--- src/rtl/cmou_params.svh ---
// Offsets, field positions, reset values and timing counts of the compare output unit
`ifndef CMOU_PARAMS_SVH
`define CMOU_PARAMS_SVH
`define CMOU_ADDR_W 4
`define CMOU_OFS_CTRL 4'h0
`define CMOU_OFS_COUNT 4'h1
`define CMOU_OFS_CMP 4'h2
`define CMOU_OFS_STROBE 4'h3
`define CMOU_OFS_STAT 4'h4
`define CMOU_OFS_MASK 4'h5
`define CMOU_OFS_PIN 4'h6
`define CMOU_CTRL_WGM_LSB 0
`define CMOU_CTRL_ACT_LSB 4
`define CMOU_CTRL_DIR_BIT 6
`define CMOU_CTRL_PORT_BIT 7
`define CMOU_CTRL_RUN_BIT 8
`define CMOU_CTRL_DIV_LSB 16
`define CMOU_STAT_MATCH_BIT 0
`define CMOU_STAT_OVF_BIT 1
`define CMOU_COUNT_MAX 16'hFFFF
`define CMOU_COUNT_BOTTOM 16'h0000
`define CMOU_TOP_8 16'h00FF
`define CMOU_TOP_9 16'h01FF
`define CMOU_TOP_10 16'h03FF
`define CMOU_DIV_RESET 16'h0000
`endif

--- src/rtl/cmou_pkg.sv ---
// Types shared by the compare output unit
package cmou_pkg;
	typedef enum logic [1:0] {CMOU_ACT_NONE, CMOU_ACT_TOGGLE, CMOU_ACT_CLEAR, CMOU_ACT_SET} cmou_act_e;
	typedef struct packed {
		logic [3:0] waveform_mode_select;
		logic [1:0] output_action_select;
		logic output_pin_direction_bit;
		logic port_value;
		logic run;
		logic [15:0] divider;
	} cmou_ctrl_s;
	typedef struct packed {
		logic out;
		logic oe;
	} cmou_pin_s;
endpackage : cmou_pkg

--- src/rtl/cmou_tick_div.sv ---
// Timer clock enable divider
`timescale 1ns/100ps
module cmou_tick_div
	import cmou_pkg::*;
(
	// Clock and reset
	input wire logic clk,
	input wire logic rst,
	// Control
	input wire logic run,
	input wire logic [15:0] divider,
	// Tick
	output logic tick
);
	logic [15:0] cnt_q;
	wire wrap = (cnt_q >= divider);
	always_ff @(posedge clk or posedge rst)
		if (rst)
			cnt_q <= 16'h0000;
		else if (!run || wrap)
			cnt_q <= 16'h0000;
		else
			cnt_q <= cnt_q + 16'h0001;
	assign tick = run & wrap;
endmodule : cmou_tick_div

--- src/rtl/cmou_top.sv ---
// Compare match output unit of one 16-bit timer channel with Avalon-MM registers
//
// Contract
// - Force strobe acts like match, no flag; the code ignores the strobe in PWM modes
// - Counter write blocks next tick's match
// - Write equal to compare loses match
// - Action select unbuffered, applies next match
// - Reset clears output state
// - Nonzero action select overrides port value
// - Direction bit still controls pin enable
// - Action zero leaves output unchanged
// - Action select ignores input capture
// - Counting depends only on mode field
// - PWM modes choose inverted or not
// - Non-PWM: set, clear or toggle
// - 16-bit comparator, flag next tick
// - Flag cleared by ack or one-write
//
// Our own choices: the Avalon-MM interface to the registers and the register addresses.
`timescale 1ns/100ps
`include "cmou_params.svh"
module cmou_top
	import cmou_pkg::*;
#(
	parameter int CW = 16
)
(
	// Clock and reset
	input wire logic clk,
	input wire logic rst,
	// Avalon-MM slave
	input wire logic [`CMOU_ADDR_W-1:0] avs_address,
	input wire logic avs_read,
	input wire logic avs_write,
	input wire logic [31:0] avs_writedata,
	input wire logic [3:0] avs_byteenable,
	output logic [31:0] avs_readdata,
	output logic avs_waitrequest,
	// Interrupt
	input wire logic irq_ack,
	output logic irq,
	// Output pin
	output cmou_pkg::cmou_pin_s pin
);
	cmou_ctrl_s ctrl_q;
	logic [CW-1:0] count_q, count_d;
	logic [CW-1:0] cmp_q;
	logic [1:0] stat_q, mask_q;
	logic oc_q, oc_d;
	logic down_q, down_d;
	logic block_q;
	logic match_pend_q;
	logic ack_q;
	logic [31:0] rdata_q;
	logic tick;

	// Single-wait-state answer keeps read data registered
	wire access = avs_read | avs_write;
	assign avs_waitrequest = access & ~ack_q;
	wire take = access & ack_q;
	wire wr = take & avs_write;
	wire [31:0] wmask = {{8{avs_byteenable[3]}}, {8{avs_byteenable[2]}},
		{8{avs_byteenable[1]}}, {8{avs_byteenable[0]}}};
	// Address decode shared by the write strobes and the read mux
	wire sel_ctrl = (avs_address == `CMOU_OFS_CTRL);
	wire sel_count = (avs_address == `CMOU_OFS_COUNT);
	wire sel_cmp = (avs_address == `CMOU_OFS_CMP);
	wire sel_strobe = (avs_address == `CMOU_OFS_STROBE);
	wire sel_stat = (avs_address == `CMOU_OFS_STAT);
	wire sel_mask = (avs_address == `CMOU_OFS_MASK);
	wire sel_pin = (avs_address == `CMOU_OFS_PIN);
	wire wr_ctrl = wr & sel_ctrl;
	wire wr_count = wr & sel_count;
	wire wr_cmp = wr & sel_cmp;
	wire wr_strobe = wr & sel_strobe;
	wire wr_stat = wr & sel_stat;
	wire wr_mask = wr & sel_mask;
	// Lanes left out write zero rather than keep their old bits
	wire [31:0] wdata_m = avs_writedata & wmask;

	// A divider of zero gives a tick on every clock
	cmou_tick_div u_div (
		.clk(clk),
		.rst(rst),
		.run(ctrl_q.run),
		.divider(ctrl_q.divider),
		.tick(tick)
	);

	// Mode decode; counting uses only the mode field
	wire [3:0] wgm = ctrl_q.waveform_mode_select;
	wire mode_normal = (wgm == 4'h0);
	wire mode_ctc = (wgm == 4'h4) | (wgm == 4'hC);
	wire mode_fast = (wgm == 4'h5) | (wgm == 4'h6) | (wgm == 4'h7) |
		(wgm == 4'hE) | (wgm == 4'hF);
	wire mode_pwm = ~(mode_normal | mode_ctc | (wgm == 4'hD));
	wire mode_dual = mode_pwm & ~mode_fast;
	wire top_fix8 = (wgm == 4'h1) | (wgm == 4'h5);
	wire top_fix9 = (wgm == 4'h2) | (wgm == 4'h6);
	wire top_fix10 = (wgm == 4'h3) | (wgm == 4'h7);
	// Variable-top modes take top from the compare value of this channel
	wire [CW-1:0] top =
		top_fix8 ? CW'(`CMOU_TOP_8) :
		top_fix9 ? CW'(`CMOU_TOP_9) :
		top_fix10 ? CW'(`CMOU_TOP_10) :
		mode_normal ? CW'(`CMOU_COUNT_MAX) : cmp_q;
	wire at_top = (count_q == top);
	wire at_bottom = (count_q == CW'(`CMOU_COUNT_BOTTOM));
	wire at_max = (count_q == CW'(`CMOU_COUNT_MAX));

	// Comparator; a counter write masks matches for the next tick
	wire cmp_eq = (count_q == cmp_q);
	wire match = tick & cmp_eq & ~block_q;
	wire top_hit = tick & at_top & ~block_q;

	// Counting sequence; blocked top runs on to max and wraps
	always_comb
	begin
		count_d = count_q;
		down_d = down_q;
		// A write wins over a tick in the same cycle
		if (wr_count)
			count_d = wdata_m[CW-1:0];
		else if (tick)
		begin
			if (mode_dual)
			begin
				if (top_hit)
				begin
					down_d = 1'b1;
					count_d = count_q - CW'(1);
				end
				else if (down_q && at_bottom)
				begin
					down_d = 1'b0;
					count_d = count_q + CW'(1);
				end
				else if (down_q)
					count_d = count_q - CW'(1);
				else
					count_d = count_q + CW'(1);
			end
			else if ((mode_ctc || mode_fast) && top_hit)
				count_d = CW'(`CMOU_COUNT_BOTTOM);
			else if (at_max)
				count_d = CW'(`CMOU_COUNT_BOTTOM);
			else
				count_d = count_q + CW'(1);
		end
	end

	// Output state update; action field read live, never buffered
	wire [1:0] act = ctrl_q.output_action_select;
	// Strobe is a pulse only: nothing of it is kept for a later mode change
	wire force_one = wdata_m[0];
	wire force_hit = wr_strobe & force_one & ~mode_pwm;
	wire nonpwm_ev = match | force_hit;
	// Fast PWM: non-inverting sets at the match and clears at top
	wire fast_at_match = ~act[0];
	wire fast_at_top = act[0];
	always_comb
	begin
		oc_d = oc_q;
		if (act != CMOU_ACT_NONE)
		begin
			if (!mode_pwm && nonpwm_ev)
			begin
				case (act)
					CMOU_ACT_TOGGLE: oc_d = ~oc_q;
					CMOU_ACT_CLEAR: oc_d = 1'b0;
					CMOU_ACT_SET: oc_d = 1'b1;
					default: oc_d = oc_q;
				endcase
			end
			else if (mode_fast)
			begin
				// Inverting when the low action bit is set
				if (match)
					oc_d = fast_at_match;
				else if (top_hit)
					oc_d = fast_at_top;
			end
			else if (mode_dual && match)
				oc_d = act[0] ^ ~down_q;
		end
	end

	always_ff @(posedge clk or posedge rst)
		if (rst)
		begin
			count_q <= '0;
			down_q <= 1'b0;
			oc_q <= 1'b0;
			block_q <= 1'b0;
			match_pend_q <= 1'b0;
		end
		else
		begin
			count_q <= count_d;
			down_q <= down_d;
			oc_q <= oc_d;
			// Held across a stopped timer until the next tick consumes it
			block_q <= wr_count | (block_q & ~tick);
			match_pend_q <= match | (match_pend_q & ~tick);
		end

	// Flag sets on the tick after the match; set wins over clear
	wire set_match = match_pend_q & tick;
	wire ovf_dual = down_q & at_bottom;
	wire ovf_single = top_hit | at_max;
	wire set_ovf = tick & (mode_dual ? ovf_dual : ovf_single);
	wire [1:0] set_v = {set_ovf, set_match};
	// The interrupt acknowledge serves the match flag only; overflow needs a write
	wire [1:0] clr_sw = wr_stat ? wdata_m[1:0] : 2'b00;
	wire [1:0] clr_ack = {1'b0, irq_ack};
	wire [1:0] clr_v = clr_sw | clr_ack;
	wire [1:0] stat_d;
	generate
		for (genvar g = 0; g < 2; g++)
		begin : g_stat
			assign stat_d[g] = set_v[g] | (stat_q[g] & ~clr_v[g]);
		end
	endgenerate

	always_ff @(posedge clk or posedge rst)
		if (rst)
		begin
			stat_q <= 2'b00;
			mask_q <= 2'b00;
			ctrl_q <= '0;
			cmp_q <= '0;
		end
		else
		begin
			stat_q <= stat_d;
			if (wr_mask)
				mask_q <= wdata_m[1:0];
			if (wr_ctrl)
			begin
				ctrl_q.waveform_mode_select <= wdata_m[`CMOU_CTRL_WGM_LSB+:4];
				ctrl_q.output_action_select <= wdata_m[`CMOU_CTRL_ACT_LSB+:2];
				ctrl_q.output_pin_direction_bit <= wdata_m[`CMOU_CTRL_DIR_BIT];
				ctrl_q.port_value <= wdata_m[`CMOU_CTRL_PORT_BIT];
				ctrl_q.run <= wdata_m[`CMOU_CTRL_RUN_BIT];
				ctrl_q.divider <= wdata_m[`CMOU_CTRL_DIV_LSB+:16];
			end
			if (wr_cmp)
				cmp_q <= wdata_m[CW-1:0];
		end

	assign irq = |(stat_q & mask_q);

	// Pin: override of port value, direction always from the direction bit
	// Registered pin: one cycle of delay buys a glitch-free pad
	wire pin_src = (|act) ? oc_q : ctrl_q.port_value;
	always_ff @(posedge clk or posedge rst)
		if (rst)
		begin
			pin.out <= 1'b0;
			pin.oe <= 1'b0;
		end
		else
		begin
			pin.out <= pin_src;
			pin.oe <= ctrl_q.output_pin_direction_bit;
		end

	// Read mux; strobe register reads zero
	wire [31:0] rd_ctrl = {ctrl_q.divider, 7'h00, ctrl_q.run, ctrl_q.port_value,
		ctrl_q.output_pin_direction_bit, ctrl_q.output_action_select,
		ctrl_q.waveform_mode_select};
	wire [31:0] rd_count = 32'(count_q);
	wire [31:0] rd_cmp = 32'(cmp_q);
	wire [31:0] rd_stat = {30'h0, stat_q};
	wire [31:0] rd_mask = {30'h0, mask_q};
	wire [31:0] rd_pin = {29'h0, down_q, oc_q, pin.out};
	// Strobe and unmapped words read zero, so nothing of the strobe shows
	wire [31:0] rd_mux =
		sel_ctrl ? rd_ctrl :
		sel_count ? rd_count :
		sel_cmp ? rd_cmp :
		sel_stat ? rd_stat :
		sel_mask ? rd_mask :
		sel_pin ? rd_pin :
		32'h00000000;

	// Read data are taken in the wait state, so every access costs two cycles
	always_ff @(posedge clk or posedge rst)
		if (rst)
		begin
			ack_q <= 1'b0;
			rdata_q <= 32'h00000000;
		end
		else
		begin
			ack_q <= access & ~ack_q;
			if (avs_read & ~ack_q)
				rdata_q <= rd_mux;
		end
	assign avs_readdata = rdata_q;
endmodule : cmou_top

--- config.mk ---
export PLATFORM = sky130hd
export DESIGN_NAME = cmou_top
export DESIGN_NICKNAME = d
export VERILOG_FILES = /design/src/rtl/cmou_pkg.sv /design/src/rtl/cmou_tick_div.sv /design/src/rtl/cmou_top.sv
export VERILOG_INCLUDE_DIRS = /design/src /design/src/rtl
export SDC_FILE = /design/constraint.sdc
export NUM_CORES = 1
export LEC_CHECK = 0
export ABC_AREA = 1
export BUFFER_PORTS_ARGS = -buffer_cell sky130_fd_sc_hd__buf_2
export CAP_MARGIN = 20
export CORE_ASPECT_RATIO = 1.75
export CORE_UTILIZATION = 45
export CTS_CLUSTER_DIAMETER = 50
export DETAILED_ROUTE_END_ITERATION = 12
export HOLD_SLACK_MARGIN = 0.05
export PLACE_DENSITY = 0.66
export SYNTH_ARGS = -nofsm -noshare
export SYNTH_HDL_FRONTEND = slang
export SYNTH_SLANG_ARGS = --single-unit
export TNS_END_PERCENT = 10
--- constraint.sdc ---
create_clock -name clk -period 3.7 [get_ports clk]
set_clock_uncertainty 0.2 [all_clocks]
set_input_delay 0.185 -clock clk [delete_from_list [all_inputs] [get_ports clk]]
set_output_delay 0.185 -clock clk [all_outputs]
set_load 0.03 [all_outputs]
# Yosys cells after proc, flatten, opt, wreduce, memory -nomap -nowiden
# Index checks and enable logic that the tools add are counted.
# Widths: inputs -> output; s select.
# classes
magnitude_cmp,1
reduce_logical,18
mux,30
addsub,3
bitwise,57
n_eq_ne,25
# ops
op,n
$mux 16,15
$add 16x1->16 const B,2
$and 32x32->32,1
$eq 16x16->1,2
$mux 32,1
$eq 4x3->1 const B,7
$and 1x1->1,25
$or 1x1->1,17
$eq 16x16->1 const B,1
$eq 4x2->1 const B,4
$eq 4x4->1 const B,4
$ge 16x16->1,1
$logic_not 16->1,1
$sub 16x1->16 const B,1
$not 1->1,11
$mux 1,9
$mux 3,3
$eq 4x1->1 const B,2
$logic_not 4->1,2
$ne 4x1->1 const B,2
$reduce_and 4->1,2
$reduce_bool 2->1,3
$eq 2x2->1 const B,2
$logic_and 1x1->1,4
10 further kinds,12
# totals
output_inout_bits,36
regBits,116

# Longest topological paths before layout
# Gate-level depths: netlist (run 1).
# logic_depth
depth_word,13
mapped_depth,21
mapped_depth_nobuf,20

# Cells and area by module
# From an unflattened synthesis (run 1), not the netlist that was laid out.
# unflattened
cells_unflattened,1050
area_unflattened_um2,7409.6
# by_module_without_submodules
mod,instances,cells_each,area_per_inst_um2,seq_area_each_um2
cmou_top,1,890,6138.4,2502.4
cmou_tick_div,1,160,1271.2,400.4

# Worst setup path before layout (run 1)
# No wires, ideal clock.
# synth_timing
path_kind,register to register
start,register u_div.cnt_q[14]
end,register count_q[14]
t_arrival_ps,2058
setup_time_ps,130
slack_ps,1311
n_path_buf,1
synth_period_minus_slack_ps,2389
path_stages_with_launch,14
cell_sequence,dfrtp_1 -> ha_1 -> nand2_1 -> nor4_1 -> nand2_1 -> nand3_1 -> nand2_1 -> inv_1 -> buf_4 -> nand3_2 -> nand3_1 -> inv_1 -> o211ai_1 -> nand3_1
# synth_via
elab_chain_len,9
# synth_rtl
item,line_no,text
start: declaration,cmou_tick_div.sv:15,logic [15:0] cnt_q;
start signal: assignment,cmou_tick_div.sv:23,cnt_q <= cnt_q + 16'h0001;
$ge 16x16->1 (*),cmou_tick_div.sv:16,wire wrap = (cnt_q >= divider);
$and 1x1->1 (*),cmou_tick_div.sv:24,assign tick = run & wrap;
$and 1x1->1 (2 in series),cmou_top.sv:114,wire top_hit = tick & at_top & ~block_q;
$logic_and 1x1->1,cmou_top.sv:143,else if ((mode_ctc || mode_fast) && top_hit)
$mux 16,cmou_top.sv:143,
$mux 16,cmou_top.sv:126,if (mode_dual)
$mux 16,cmou_top.sv:124,else if (tick)
$mux 16,cmou_top.sv:122,if (wr_count)
end signal: assignment,cmou_top.sv:199,count_q <= count_d;
end: declaration,cmou_top.sv:46,"logic [CW-1:0] count_q, count_d;"
# Every way passes the cells marked *; elsewhere a longest branch is shown, timed or not. The select of a mux whose other input is x is not followed.
# A chain may end at the register's enable or synchronous reset.

# Final worst setup path (run 1)
# layout_timing
start,register ctrl_q[15] (netlist name)
end,register count_q[11]
# layout_via
elab_chain_len,9
# layout_rtl
item,line_no
$ge 16x16->1 (*),cmou_tick_div.sv:16
$and 1x1->1 (*),cmou_tick_div.sv:24
$and 1x1->1 (2 in series),cmou_top.sv:114
$logic_and 1x1->1,cmou_top.sv:143
$mux 16,cmou_top.sv:143
$mux 16,cmou_top.sv:126
$mux 16,cmou_top.sv:124
$mux 16,cmou_top.sv:122
# Marked as above.

==> results.toml, run 1 <==
[place]
numPortBuffers = 80
dp_hpwl_um = 17100
gp_congestion = 0.943

[min_path]
hold_path.class = "primary input to register"

[die]
chipHeight_um = 169
fp.dieW_um = 97.4
initial_core_util_pct = 46.3
rows = 60
core_area_mm2 = 0.0155
ioPinCount = 81
fp.dieArea_mm2 = 0.0164

[worst_setup_path]
cp_max_fo = 12
critPathCaptureType = "register"
worstPathRequired_ns = 3.85
crit_type = "register to register"
cp-start-kind = "register"
arrival_ns = 3.22

[drt]
via_count = 7364
route.top_layer_used = "met4"
drc = 0
route.met3.wl_um = 997
avgViaCountPerCell = 5.56
wl_um = 23500
drt-pass1-iter-count = 7
routedWlPerCell_um = 17.7
wl_met1_um = 8520
dr_wl_met2_um = 12800
drtAntennaViolNets = 0
drtIter0Drc = 478

[clock_network]
clkSinkCount = 116
cts_resized = 0
clkTransAtPathRegs_ns = 0.06
numCtsBuffers = 17
cts_tree = "done"
clockBufferDepth = 2
clockRootBuffer = "clkbuf_16"
htreeDepth = 4
postCtsSetupBuffers = 0
clk_latency_ns = 0.41

[synthesis]
synth_edf_count = 0
yosysSeqAreaShare_pct = 40.5
syn-num-nets = 1049
ys_types = 46
async_flop_share_pct = 100
synth-seq-cells = 116
syn_avg_cell_area_um2 = 7.27
ys.flop_type = "dfrtp_1"
syn_inst = 985
yosys_warnings = 0
syn_area_mm2 = 0.00716

[global_routing]
grtUsageTotal_pct = 29.6
grt_pass1_wl_um = 38000
grt_max_degree = 71
grt_pass1_vias = 7490
antenna_found_initial = 0
grt_overflow_total = 0

[power_and_ir_drop]
leakage_nw = 4.42
vdd_drop_max_mv = 0.356
powerDensity_mw_per_mm2 = 528

[outcome]
status = "complete, no violations"

[sta]
hold_ws_ns = 0.0607
finalCritPeriodShare_pct = 83.0
hold_viol = 0
worst_pin_slew_ns = 0.915
slew_headroom_pct = 39.0
setup_viol = 0
clock.fmax_mhz = 326
layout_min_cycle_time_ns = 3.07
rsz0062_at_grt = "no"
final.setup.tns_ns = 0
drv_slew = 0

[cells_and_area]
drive_gt1_share_pct = 13.7
syn2layout_area_growth_pct = 26.2
fillers = 1445
fin_nets = 1190
diodes = 0

[job]
cap_violations = 0
[through the flow]
| step | std cells | power [mW] | cell area, µm² | setup slack (ns) | utilization [%] |
|---|---|---|---|---|---|
| after CTS | 1325 | 4.76 | 9040 | 0.629 | 58.4 |
| after global placement | 1229 | 2.79 | 7720 | 0.733 | 49.9 |
| after global routing | 1325 | 5.02 | 9040 | 0.231 | 58.4 |
| after floorplan | 985 | 2.43 | 7160 | 0.243 | - |
| after detailed placement | 1229 | 2.80 | 7720 | 0.656 | 49.9 |
| final | 1325 | 4.77 | 9040 | 0.631 | 58.4 |
[synthesized netlist by cell type, types with 2 or more instances]
cell	count	share of area, %
nand2_1	256	13
inv_1	119	6.2
dfrtp_1	116	41
o21ai_0	107	7.5
nand3_1	86	6.0
nor2_1	74	3.9
a21oi_1	30	2.1
clkbuf_1	21	1.1
ha_1	19	3.3
xor2_1	19	2.3
nor3_1	13	0.91
o22ai_1	12	1.0
nand4_1	11	0.96
inv_2	7	0.37
nand2_2	7	0.61
nor2_2	7	0.61
nor3b_1	7	0.73
o31ai_1	7	0.73
o211ai_1	6	0.63
o221ai_1	6	0.73
mux2i_1	5	0.70
o21ai_1	5	0.35
a31oi_1	4	0.35
buf_4	4	0.42
buf_2	3	0.21
nand2_4	3	0.47
nand3_2	3	0.42
nor4_1	3	0.26
xnor2_1	3	0.37
buf_6	2	0.31
clkbuf_2	2	0.14
clkinv_1	2	0.10
nand3b_1	2	0.21
o21bai_1	2	0.21
[worst max-delay path, cell delays in order (launching register included)]
cell	delay [ns]
dfrtp_1	0.34
inv_1	0.06
ha_1	0.30
nand2_1	0.10
nor4_1	0.46
nand2_1	0.13
nand3_1	0.11
nand2_1	0.10
inv_1	0.38
nand2_1	0.17
inv_1	0.20
nand3_1	0.17
a21oi_1	0.14
o21ai_1	0.07
nand2_1	0.05
[path summary, 6_finish.rpt]
path                                   from              end  slack (ns)  depth (start not counted)
max in group asynchronous               rst       ctrl_q[18]        2.18                          4
min                        avs_writedata[0]           wgm[0]        0.06                          3
min reg2reg                      ctrl_q[18]           pin[0]        0.23                          0
max                              ctrl_q[15]      count_q[11]        0.63                         14
min in group asynchronous               rst  avs_readdata[0]        0.33                          3
max reg2reg                      ctrl_q[15]      count_q[11]        0.63                         14
[report_power, final]
group          switching, mW  internal (mW)
Clock                  0.648           1.27
Sequential             0.175           1.43
Combinational          0.833          0.412
Total                   1.66           3.11
[cell families after synthesis]
group,after synthesis,synth area share [%]
xor gates and xnor gates,22,2.69
adders and majority gates,19,3.32
AOI/OAI and AO/OA,185,14.4
muxes,5,0.699
DFF,116,40.5
buffers and inverters,162,9.29
and+or+nand+nor,476,29.1
[registers in the layout, summed over array words and instances (netlist names)]
| register | count |
|---|---|
| u_div.cnt_q | 16 |
| count_q | 16 |
| oc_q | 1 |
| ctrl_q | 19 |
| match_pend_q | 1 |
| down_q | 1 |
| stat_q | 2 |
| wgm | 4 |
| cmp_q | 16 |
| avs_readdata | 32 |
| act | 2 |
| ack_q | 1 |
| mask_q | 2 |
| pin | 2 |
| block_q | 1 |
[metal layers]
metal,vias up,GRT usage [%]
met5,-,0
met4,0,16.9
met3,79,4.46
met2,267,55.7
met1,3504,30.9
li1,3514,-
[cell usage in the layout (no fill, tap or decap), drive strengths merged, types with 7 or more instances in the layout]
cell         instances
nor2                82
nand2              266
o21ai              112
o22ai               12
o31ai                7
nand4               11
dfrtp              116
nand3               89
dlygate4sd3         64
clkbuf              18
xor2                19
buf                 92
clkinv               8
a21oi               31
nor3b                7
inv                128
ha                  19
nor3                14
[layout make-up]
type	count	area, µm²	area share (%)
Multi-Input combinational cell	707	3600	39.8
Sequential cell	116	2900	32.1
Clock inverter	14	250	2.77
Clock buffer	18	429	4.75
Inverter	128	483	5.34
Timing Repair Buffer	156	1140	12.7
Tap cell	186	233	2.58
[repair_timing]
| item | in CTS | in global routing |
|---|---|---|
| endpoints found under the hold margin | 120 | 0 |
| endpoints found under the setup margin | 0 | 0 |
| hold buffers | 64 | 0 |
(Power assumes the default switching activity.)
==> inputs of run 2 (changes only) <==
--- a/config.mk
+++ b/config.mk
@@ -6,7 +6,7 @@
 export SDC_FILE = /design/constraint.sdc
 export NUM_CORES = 1
 export LEC_CHECK = 0
-export ABC_AREA = 1
+export ABC_AREA = 0
 export BUFFER_PORTS_ARGS = -buffer_cell sky130_fd_sc_hd__buf_2
 export CAP_MARGIN = 20
 export CORE_ASPECT_RATIO = 1.75
@@ -14,7 +14,6 @@
 export CTS_CLUSTER_DIAMETER = 50
 export DETAILED_ROUTE_END_ITERATION = 12
 export HOLD_SLACK_MARGIN = 0.05
-export PLACE_DENSITY = 0.66
 export SYNTH_ARGS = -nofsm -noshare
 export SYNTH_HDL_FRONTEND = slang
 export SYNTH_SLANG_ARGS = --single-unit
==> constraint.sdc (replaced) <==
create_clock -name clk -period 3 [get_ports clk]
set_clock_uncertainty 0.2 [all_clocks]
set_input_delay 0.15 -clock clk [delete_from_list [all_inputs] [get_ports clk]]
set_output_delay 0.15 -clock clk [all_outputs]
set_load 0.03 [all_outputs]
==> results.toml, run 2 <==
[outcome]
status = "finished with violations"
violations = "setup timing"

[power_and_ir_drop]
p_switching_mw = 1.98
vdd_drop_max_mv = 0.352
switching_share_pct = 34.5
seqPwrFrac_pct = 33.8
powerDensity_mw_per_mm2 = 587
leakage_nw = 4.42
p_clk_share_pct = 36.6
combPwrFrac_pct = 29.6
internal_power_mw = 3.76

[synthesis]
yosysTopAreaCell = "dfrtp_1"
syn-num-nets = 879
async_flop_share_pct = 100
synth-seq-cells = 116
syn_inst = 815
synth.area.top_cells = "dfrtp_1 (42%), nand2_1 (8.8%), o21ai_0 (7.5%), ha_1 (3.5%), nor2_1 (3.1%)"
yosysSeqAreaShare_pct = 42.1
ys_types = 80
synth.top_cell.area_share_pct = 42.1
ys_top_cells_by_count = "nand2_1 (161), dfrtp_1 (116), o21ai_0 (103)"
yosysMostFrequentCell = "nand2_1"
syn_avg_cell_area_um2 = 8.45
ys.flop_type = "dfrtp_1"
synth_edf_count = 0
yosys_warnings = 0
syn_area_mm2 = 0.00689

[drt]
routedWlPerCell_um = 20.8
wl_um = 26200
drt-pass1-iter-count = 6
drtIter0Drc = 532
drtAntennaViolNets = 0
drc = 0
avgViaCountPerCell = 5.76
via_count = 7269

[cells_and_area]
largest_register_ffs = 32
diodes = 0
syn2layout_area_growth_pct = 41.9
fin_nets = 1130
drive_gt1_share_pct = 28.8
mostFrequentLayoutCell = "nand2_1"
ff_latch_area_mm2 = 0.00291
final_cell_mix = "nand2_1 (160), buf_4 (134), dfrtp_1 (111), o21ai_0 (96), buf_2 (80)"
fillers = 1276
multiInputGateArea_mm2 = 0.00378

[sta]
slew_headroom_pct = 29.3
layout_min_cycle_time_ns = 3.13
finalCritPeriodShare_pct = 104
clock.fmax_mhz = 320
rsz0062_at_grt = "yes"
final.setup.tns_ns = -0.279
worst_pin_slew_ns = 1.06
drv_slew = 0
hold_viol = 0
setup_viol = 7
worst_slack_ns = -0.125

[clock_network]
clkSinkCount = 116
clkTransAtPathRegs_ns = 0.07
clk_latency_ns = 0.42
numCtsBuffers = 17
clockRootBuffer = "clkbuf_16"
cts_tree = "done"
clockBufferDepth = 2
htreeDepth = 4

[worst_setup_path]
ff2ff_setup_slack_ns = -0.13
crit_path_end = "oc_q"
r2r-start = "ctrl_q[11]"
slowest_stage = "or4_4"
crit_type = "register to register"
cp-start-kind = "register"
cp-startpoint = "ctrl_q[11]"
worst-r2r-cell-count = 10
slowest_delay_ns = 0.52
worstPathRequired_ns = 3.13
crit_chain = "inv_1, ha_4, nand4_1, a211o_1, a31o_4, or4_4, a41o_1, o31ai_2, o31ai_1, a21oi_1"
r2r_end = "oc_q"
critPathCaptureType = "register"
arrival_ns = 3.26
cp_max_fo = 4

[place]
numPortBuffers = 80
dp_hpwl_um = 19000
place_ws_ns = -0.308
gp_congestion = 0.944

[global_routing]
grt_max_degree = 63
grt_pass1_vias = 7842
antenna_found_initial = 0
grt_overflow_total = 0
grt_pass1_wl_um = 41300
grtUsageTotal_pct = 35.2

[die]
chipHeight_um = 166
fp.dieW_um = 95.5
core_area_mm2 = 0.0149
ioPinCount = 81
fp.dieArea_mm2 = 0.0158
rows = 59
initial_core_util_pct = 46.2

[job]
cap_violations = 0

[min_path]
hold_path.class = "primary input to register"
run 2: cell types whose count changed after synthesis, moves of 15 or more:
cell / before / now
clkbuf_1: 21 / 40
nand2b_1: 0 / 15
nor2_1: 74 / 56
nand3_1: 86 / 30
nand2_1: 256 / 161
inv_1: 119 / 34
run 2: metrics by stage:
step           hold slack (ns)  instance area (µm²)  cells  power, mW  util (%)
2_1_floorplan           0.0885                 6890    815       2.75         -
3_3_place_gp            0.0760                 8310   1156       3.47      55.8
3_5_place_dp            0.0835                 8310   1156       3.49      55.8
4_1_cts                 0.0546                 9740   1262       5.71      65.3
5_1_grt                  0.105                 9780   1262       5.99      65.6
6_report                0.0728                 9780   1262       5.74      65.6
run 2: cell type report:
type	instances	share of cell area [%]
Clock buffer	17	4.35
Clock inverter	15	1.74
Inverter	35	1.38
Multi-Input combinational cell	612	38.7
Sequential cell	116	29.8
Tap cell	183	2.34
Timing Repair Buffer	284	21.8
run 2: logic make-up after synthesis:
logic type / count (synthesis) / share of synthesized area [%]
flip-flops: 116 / 42.1
multiplexers: 7 / 1.09
AO/OA/AOI/OAI: 226 / 22.0
adder cells (fa/ha/maj): 19 / 3.45
XOR/XNOR: 25 / 3.18
AND/OR/NAND/NOR: 335 / 23.1
buffers and inverters: 87 / 5.07
run 2: worst min-delay path by stage:
| stage | start | to | slack (ns) | cells past startpoint |
|---|---|---|---|---|
| 2_1_floorplan | avs_writedata[0] | mask_q[0] | 0.09 | 2 |
| 3_3_place_gp | rst | ctrl_q[3] | 0.08 | 2 |
| 3_5_place_dp | rst | ctrl_q[2] | 0.08 | 2 |
| 4_1_cts | avs_address[1] | mask_q[0] | 0.05 | 3 |
| 5_1_grt | avs_address[1] | mask_q[0] | 0.11 | 3 |
| 6_report | avs_write | wgm[1] | 0.07 | 3 |
run 2: worst max-delay path: cells and delay by family, from the launching register on:
family	cells	cell delay (ns)
fa+ha+maj	1	0.28
compound gates	6	1.38
buf+inv	1	0.08
flops	1	0.36
simple gates	2	0.73
run 2: power groups by stage:
| stage | logic (mW) | registers [mW] | clock network, mW |
|---|---|---|---|
| floorplan | 0.833 | 1.92 | 0 |
| global placement | 1.53 | 1.95 | 0 |
| detailed placement | 1.54 | 1.95 | 0 |
| CTS | 1.66 | 1.93 | 2.12 |
| global route | 1.84 | 1.96 | 2.19 |
| finish | 1.70 | 1.94 | 2.10 |
run 2: routing by layer:
layer  global-route usage (%)  vias up  wire length (µm)
met5                        0        -                 0
met4                     26.5        0              2270
met3                     5.42      110              1080
met2                     62.3      277             13900
met1                     35.6     3483              8900
li1                         -     3399                 -
run 2: what timing repair did:
action,4_1_cts,5_1_grt
setup endpoints to repair,17,17
pin swaps,21,8
buffers inserted,8,0
hold buffers,66,0
gates resized for setup,27,12
endpoints found under the hold margin,85,0
==> inputs of run 3 (changes only) <==
--- a/config.mk
+++ b/config.mk
@@ -14,6 +14,7 @@
 export CTS_CLUSTER_DIAMETER = 50
 export DETAILED_ROUTE_END_ITERATION = 12
 export HOLD_SLACK_MARGIN = 0.05
+export RECOVER_POWER = 25
 export SYNTH_ARGS = -nofsm -noshare
 export SYNTH_HDL_FRONTEND = slang
 export SYNTH_SLANG_ARGS = --single-unit
==> results.toml, run 3 (synthesis gave the netlist of run 2 again) <==
[clock_network]
clkTransAtPathRegs_ns = 0.07
htreeDepth = 4
cts_tree = "done"
clk_latency_ns = 0.42
clkSinkCount = 116
clockBufferDepth = 2
clockRootBuffer = "clkbuf_16"
numCtsBuffers = 17

[worst_setup_path]
cp_max_fo = 4
worstPathRequired_ns = 3.13
arrival_ns = 3.26
cp-start-kind = "register"
crit_type = "register to register"
critPathCaptureType = "register"

[die]
core_area_mm2 = 0.0149
ioPinCount = 81
rows = 59
fp.dieArea_mm2 = 0.0158
chipHeight_um = 166
fp.dieW_um = 95.5
initial_core_util_pct = 46.2

[sta]
hold_ws_ns = 0.0703
setup_viol = 7
hold_viol = 0
slew_headroom_pct = 7.28
worst_pin_slew_ns = 1.38
rsz0062_at_grt = "yes"
layout_min_cycle_time_ns = 3.13
worst_slack_ns = -0.131
finalCritPeriodShare_pct = 104
drv_slew = 0
final.setup.tns_ns = -0.288
clock.fmax_mhz = 319

[cells_and_area]
fin_util_pct = 65.3
drive_gt1_share_pct = 25.7
largest_register_ffs = 32
final_area_mm2 = 0.00973
mostFrequentLayoutCell = "nand2_1"
fin_nets = 1130
syn2layout_area_growth_pct = 41.3
diodes = 0
final_cell_mix = "nand2_1 (160), buf_4 (134), dfrtp_1 (111), o21ai_0 (96), dlygate4sd3_1 (66)"

[power_and_ir_drop]
seqPwrFrac_pct = 33.8
leakage_nw = 4.27
p_switching_mw = 1.98
switching_share_pct = 34.5
powerDensity_mw_per_mm2 = 590
internal_power_mw = 3.76
p_clk_share_pct = 36.7
combPwrFrac_pct = 29.5
vdd_drop_max_mv = 0.353
total_power_mw = 5.74

[global_routing]
grt_pass1_vias = 7842
grtUsageTotal_pct = 35.2
antenna_found_initial = 0
grt_pass1_wl_um = 41300
grt_overflow_total = 0
grt_max_degree = 63

[place]
placed_cell_area_mm2 = 0.00831
gp_congestion = 0.944
numPortBuffers = 80
dp_hpwl_um = 19000

[min_path]
hold_path.class = "primary input to register"

[drt]
routedWlPerCell_um = 20.8
avgViaCountPerCell = 5.74
drt-pass1-iter-count = 5
via_count = 7240
drc = 0
drtAntennaViolNets = 0
drtIter0Drc = 468
wl_um = 26200

[job]
cap_violations = 0

[outcome]
violations = "setup timing"
status = "finished with violations"
run 3: critical path: stages (launching register included):
cell	delay, ns
dfrtp_1	0.36
inv_1	0.08
ha_4	0.27
nand4_1	0.21
a211o_1	0.38
a31o_4	0.28
or4_4	0.53
a41o_1	0.23
o31ai_2	0.22
o31ai_1	0.13
a21oi_1	0.15
run 3: worst paths after layout:
check | from | endpoint | slack, ns | cells after the start
max | ctrl_q[11] | oc_q | -0.13 | 10
min | avs_address[1] | mask_q[1] | 0.07 | 3
max reg2reg | ctrl_q[11] | oc_q | -0.13 | 10
min reg2reg | ctrl_q[18] | pin[0] | 0.22 | 0
max in group asynchronous | rst | cmp_q[7] | 1.36 | 4
min in group asynchronous | rst | ctrl_q[1] | 0.40 | 3
run 3: area by class of cell:
cell class	count	area, µm²
Fill cell	1292	5180
Multi-Input combinational cell	612	3780
Sequential cell	116	2910
Timing Repair Buffer	284	2090
Clock buffer	17	425
Tap cell	183	229
Clock inverter	15	170
Inverter	35	133
run 3: power groups by stage:
| stage | Combinational (mW) | Clock, mW | Sequential, mW |
|---|---|---|---|
| final | 1.69 | 2.10 | 1.94 |
| after global placement | 1.53 | 0 | 1.95 |
| after detailed placement | 1.54 | 0 | 1.95 |
| after global routing | 1.83 | 2.19 | 1.96 |
| after floorplan | 0.833 | 0 | 1.92 |
| after CTS | 1.66 | 2.12 | 1.93 |
run 3: repair_timing:
action                                  4_1_cts  5_1_grt
setup buffers                                 8        0
endpoints found under the setup margin       17       17
gates cloned                                  0        0
resized for setup                            27       12
endpoints found under the hold margin        85        0
hold buffers                                 66        0
pin swaps                                    21        8
run 3: stage by stage:
step	setup WS (ns)	instances
after global routing	-0.204	1262
final	-0.131	1262
after detailed placement	-0.308	1156
after floorplan	-0.0562	815
after CTS	-0.0982	1262
after global placement	-0.156	1156
run 3: layer usage:
layer	GRT usage, %	share of wire [%]	wire length [µm]
met3	5.42	3.3	871
met5	0	0	0
met2	62.3	53	13900
met1	35.6	35	9150
met4	26.5	8.8	2310
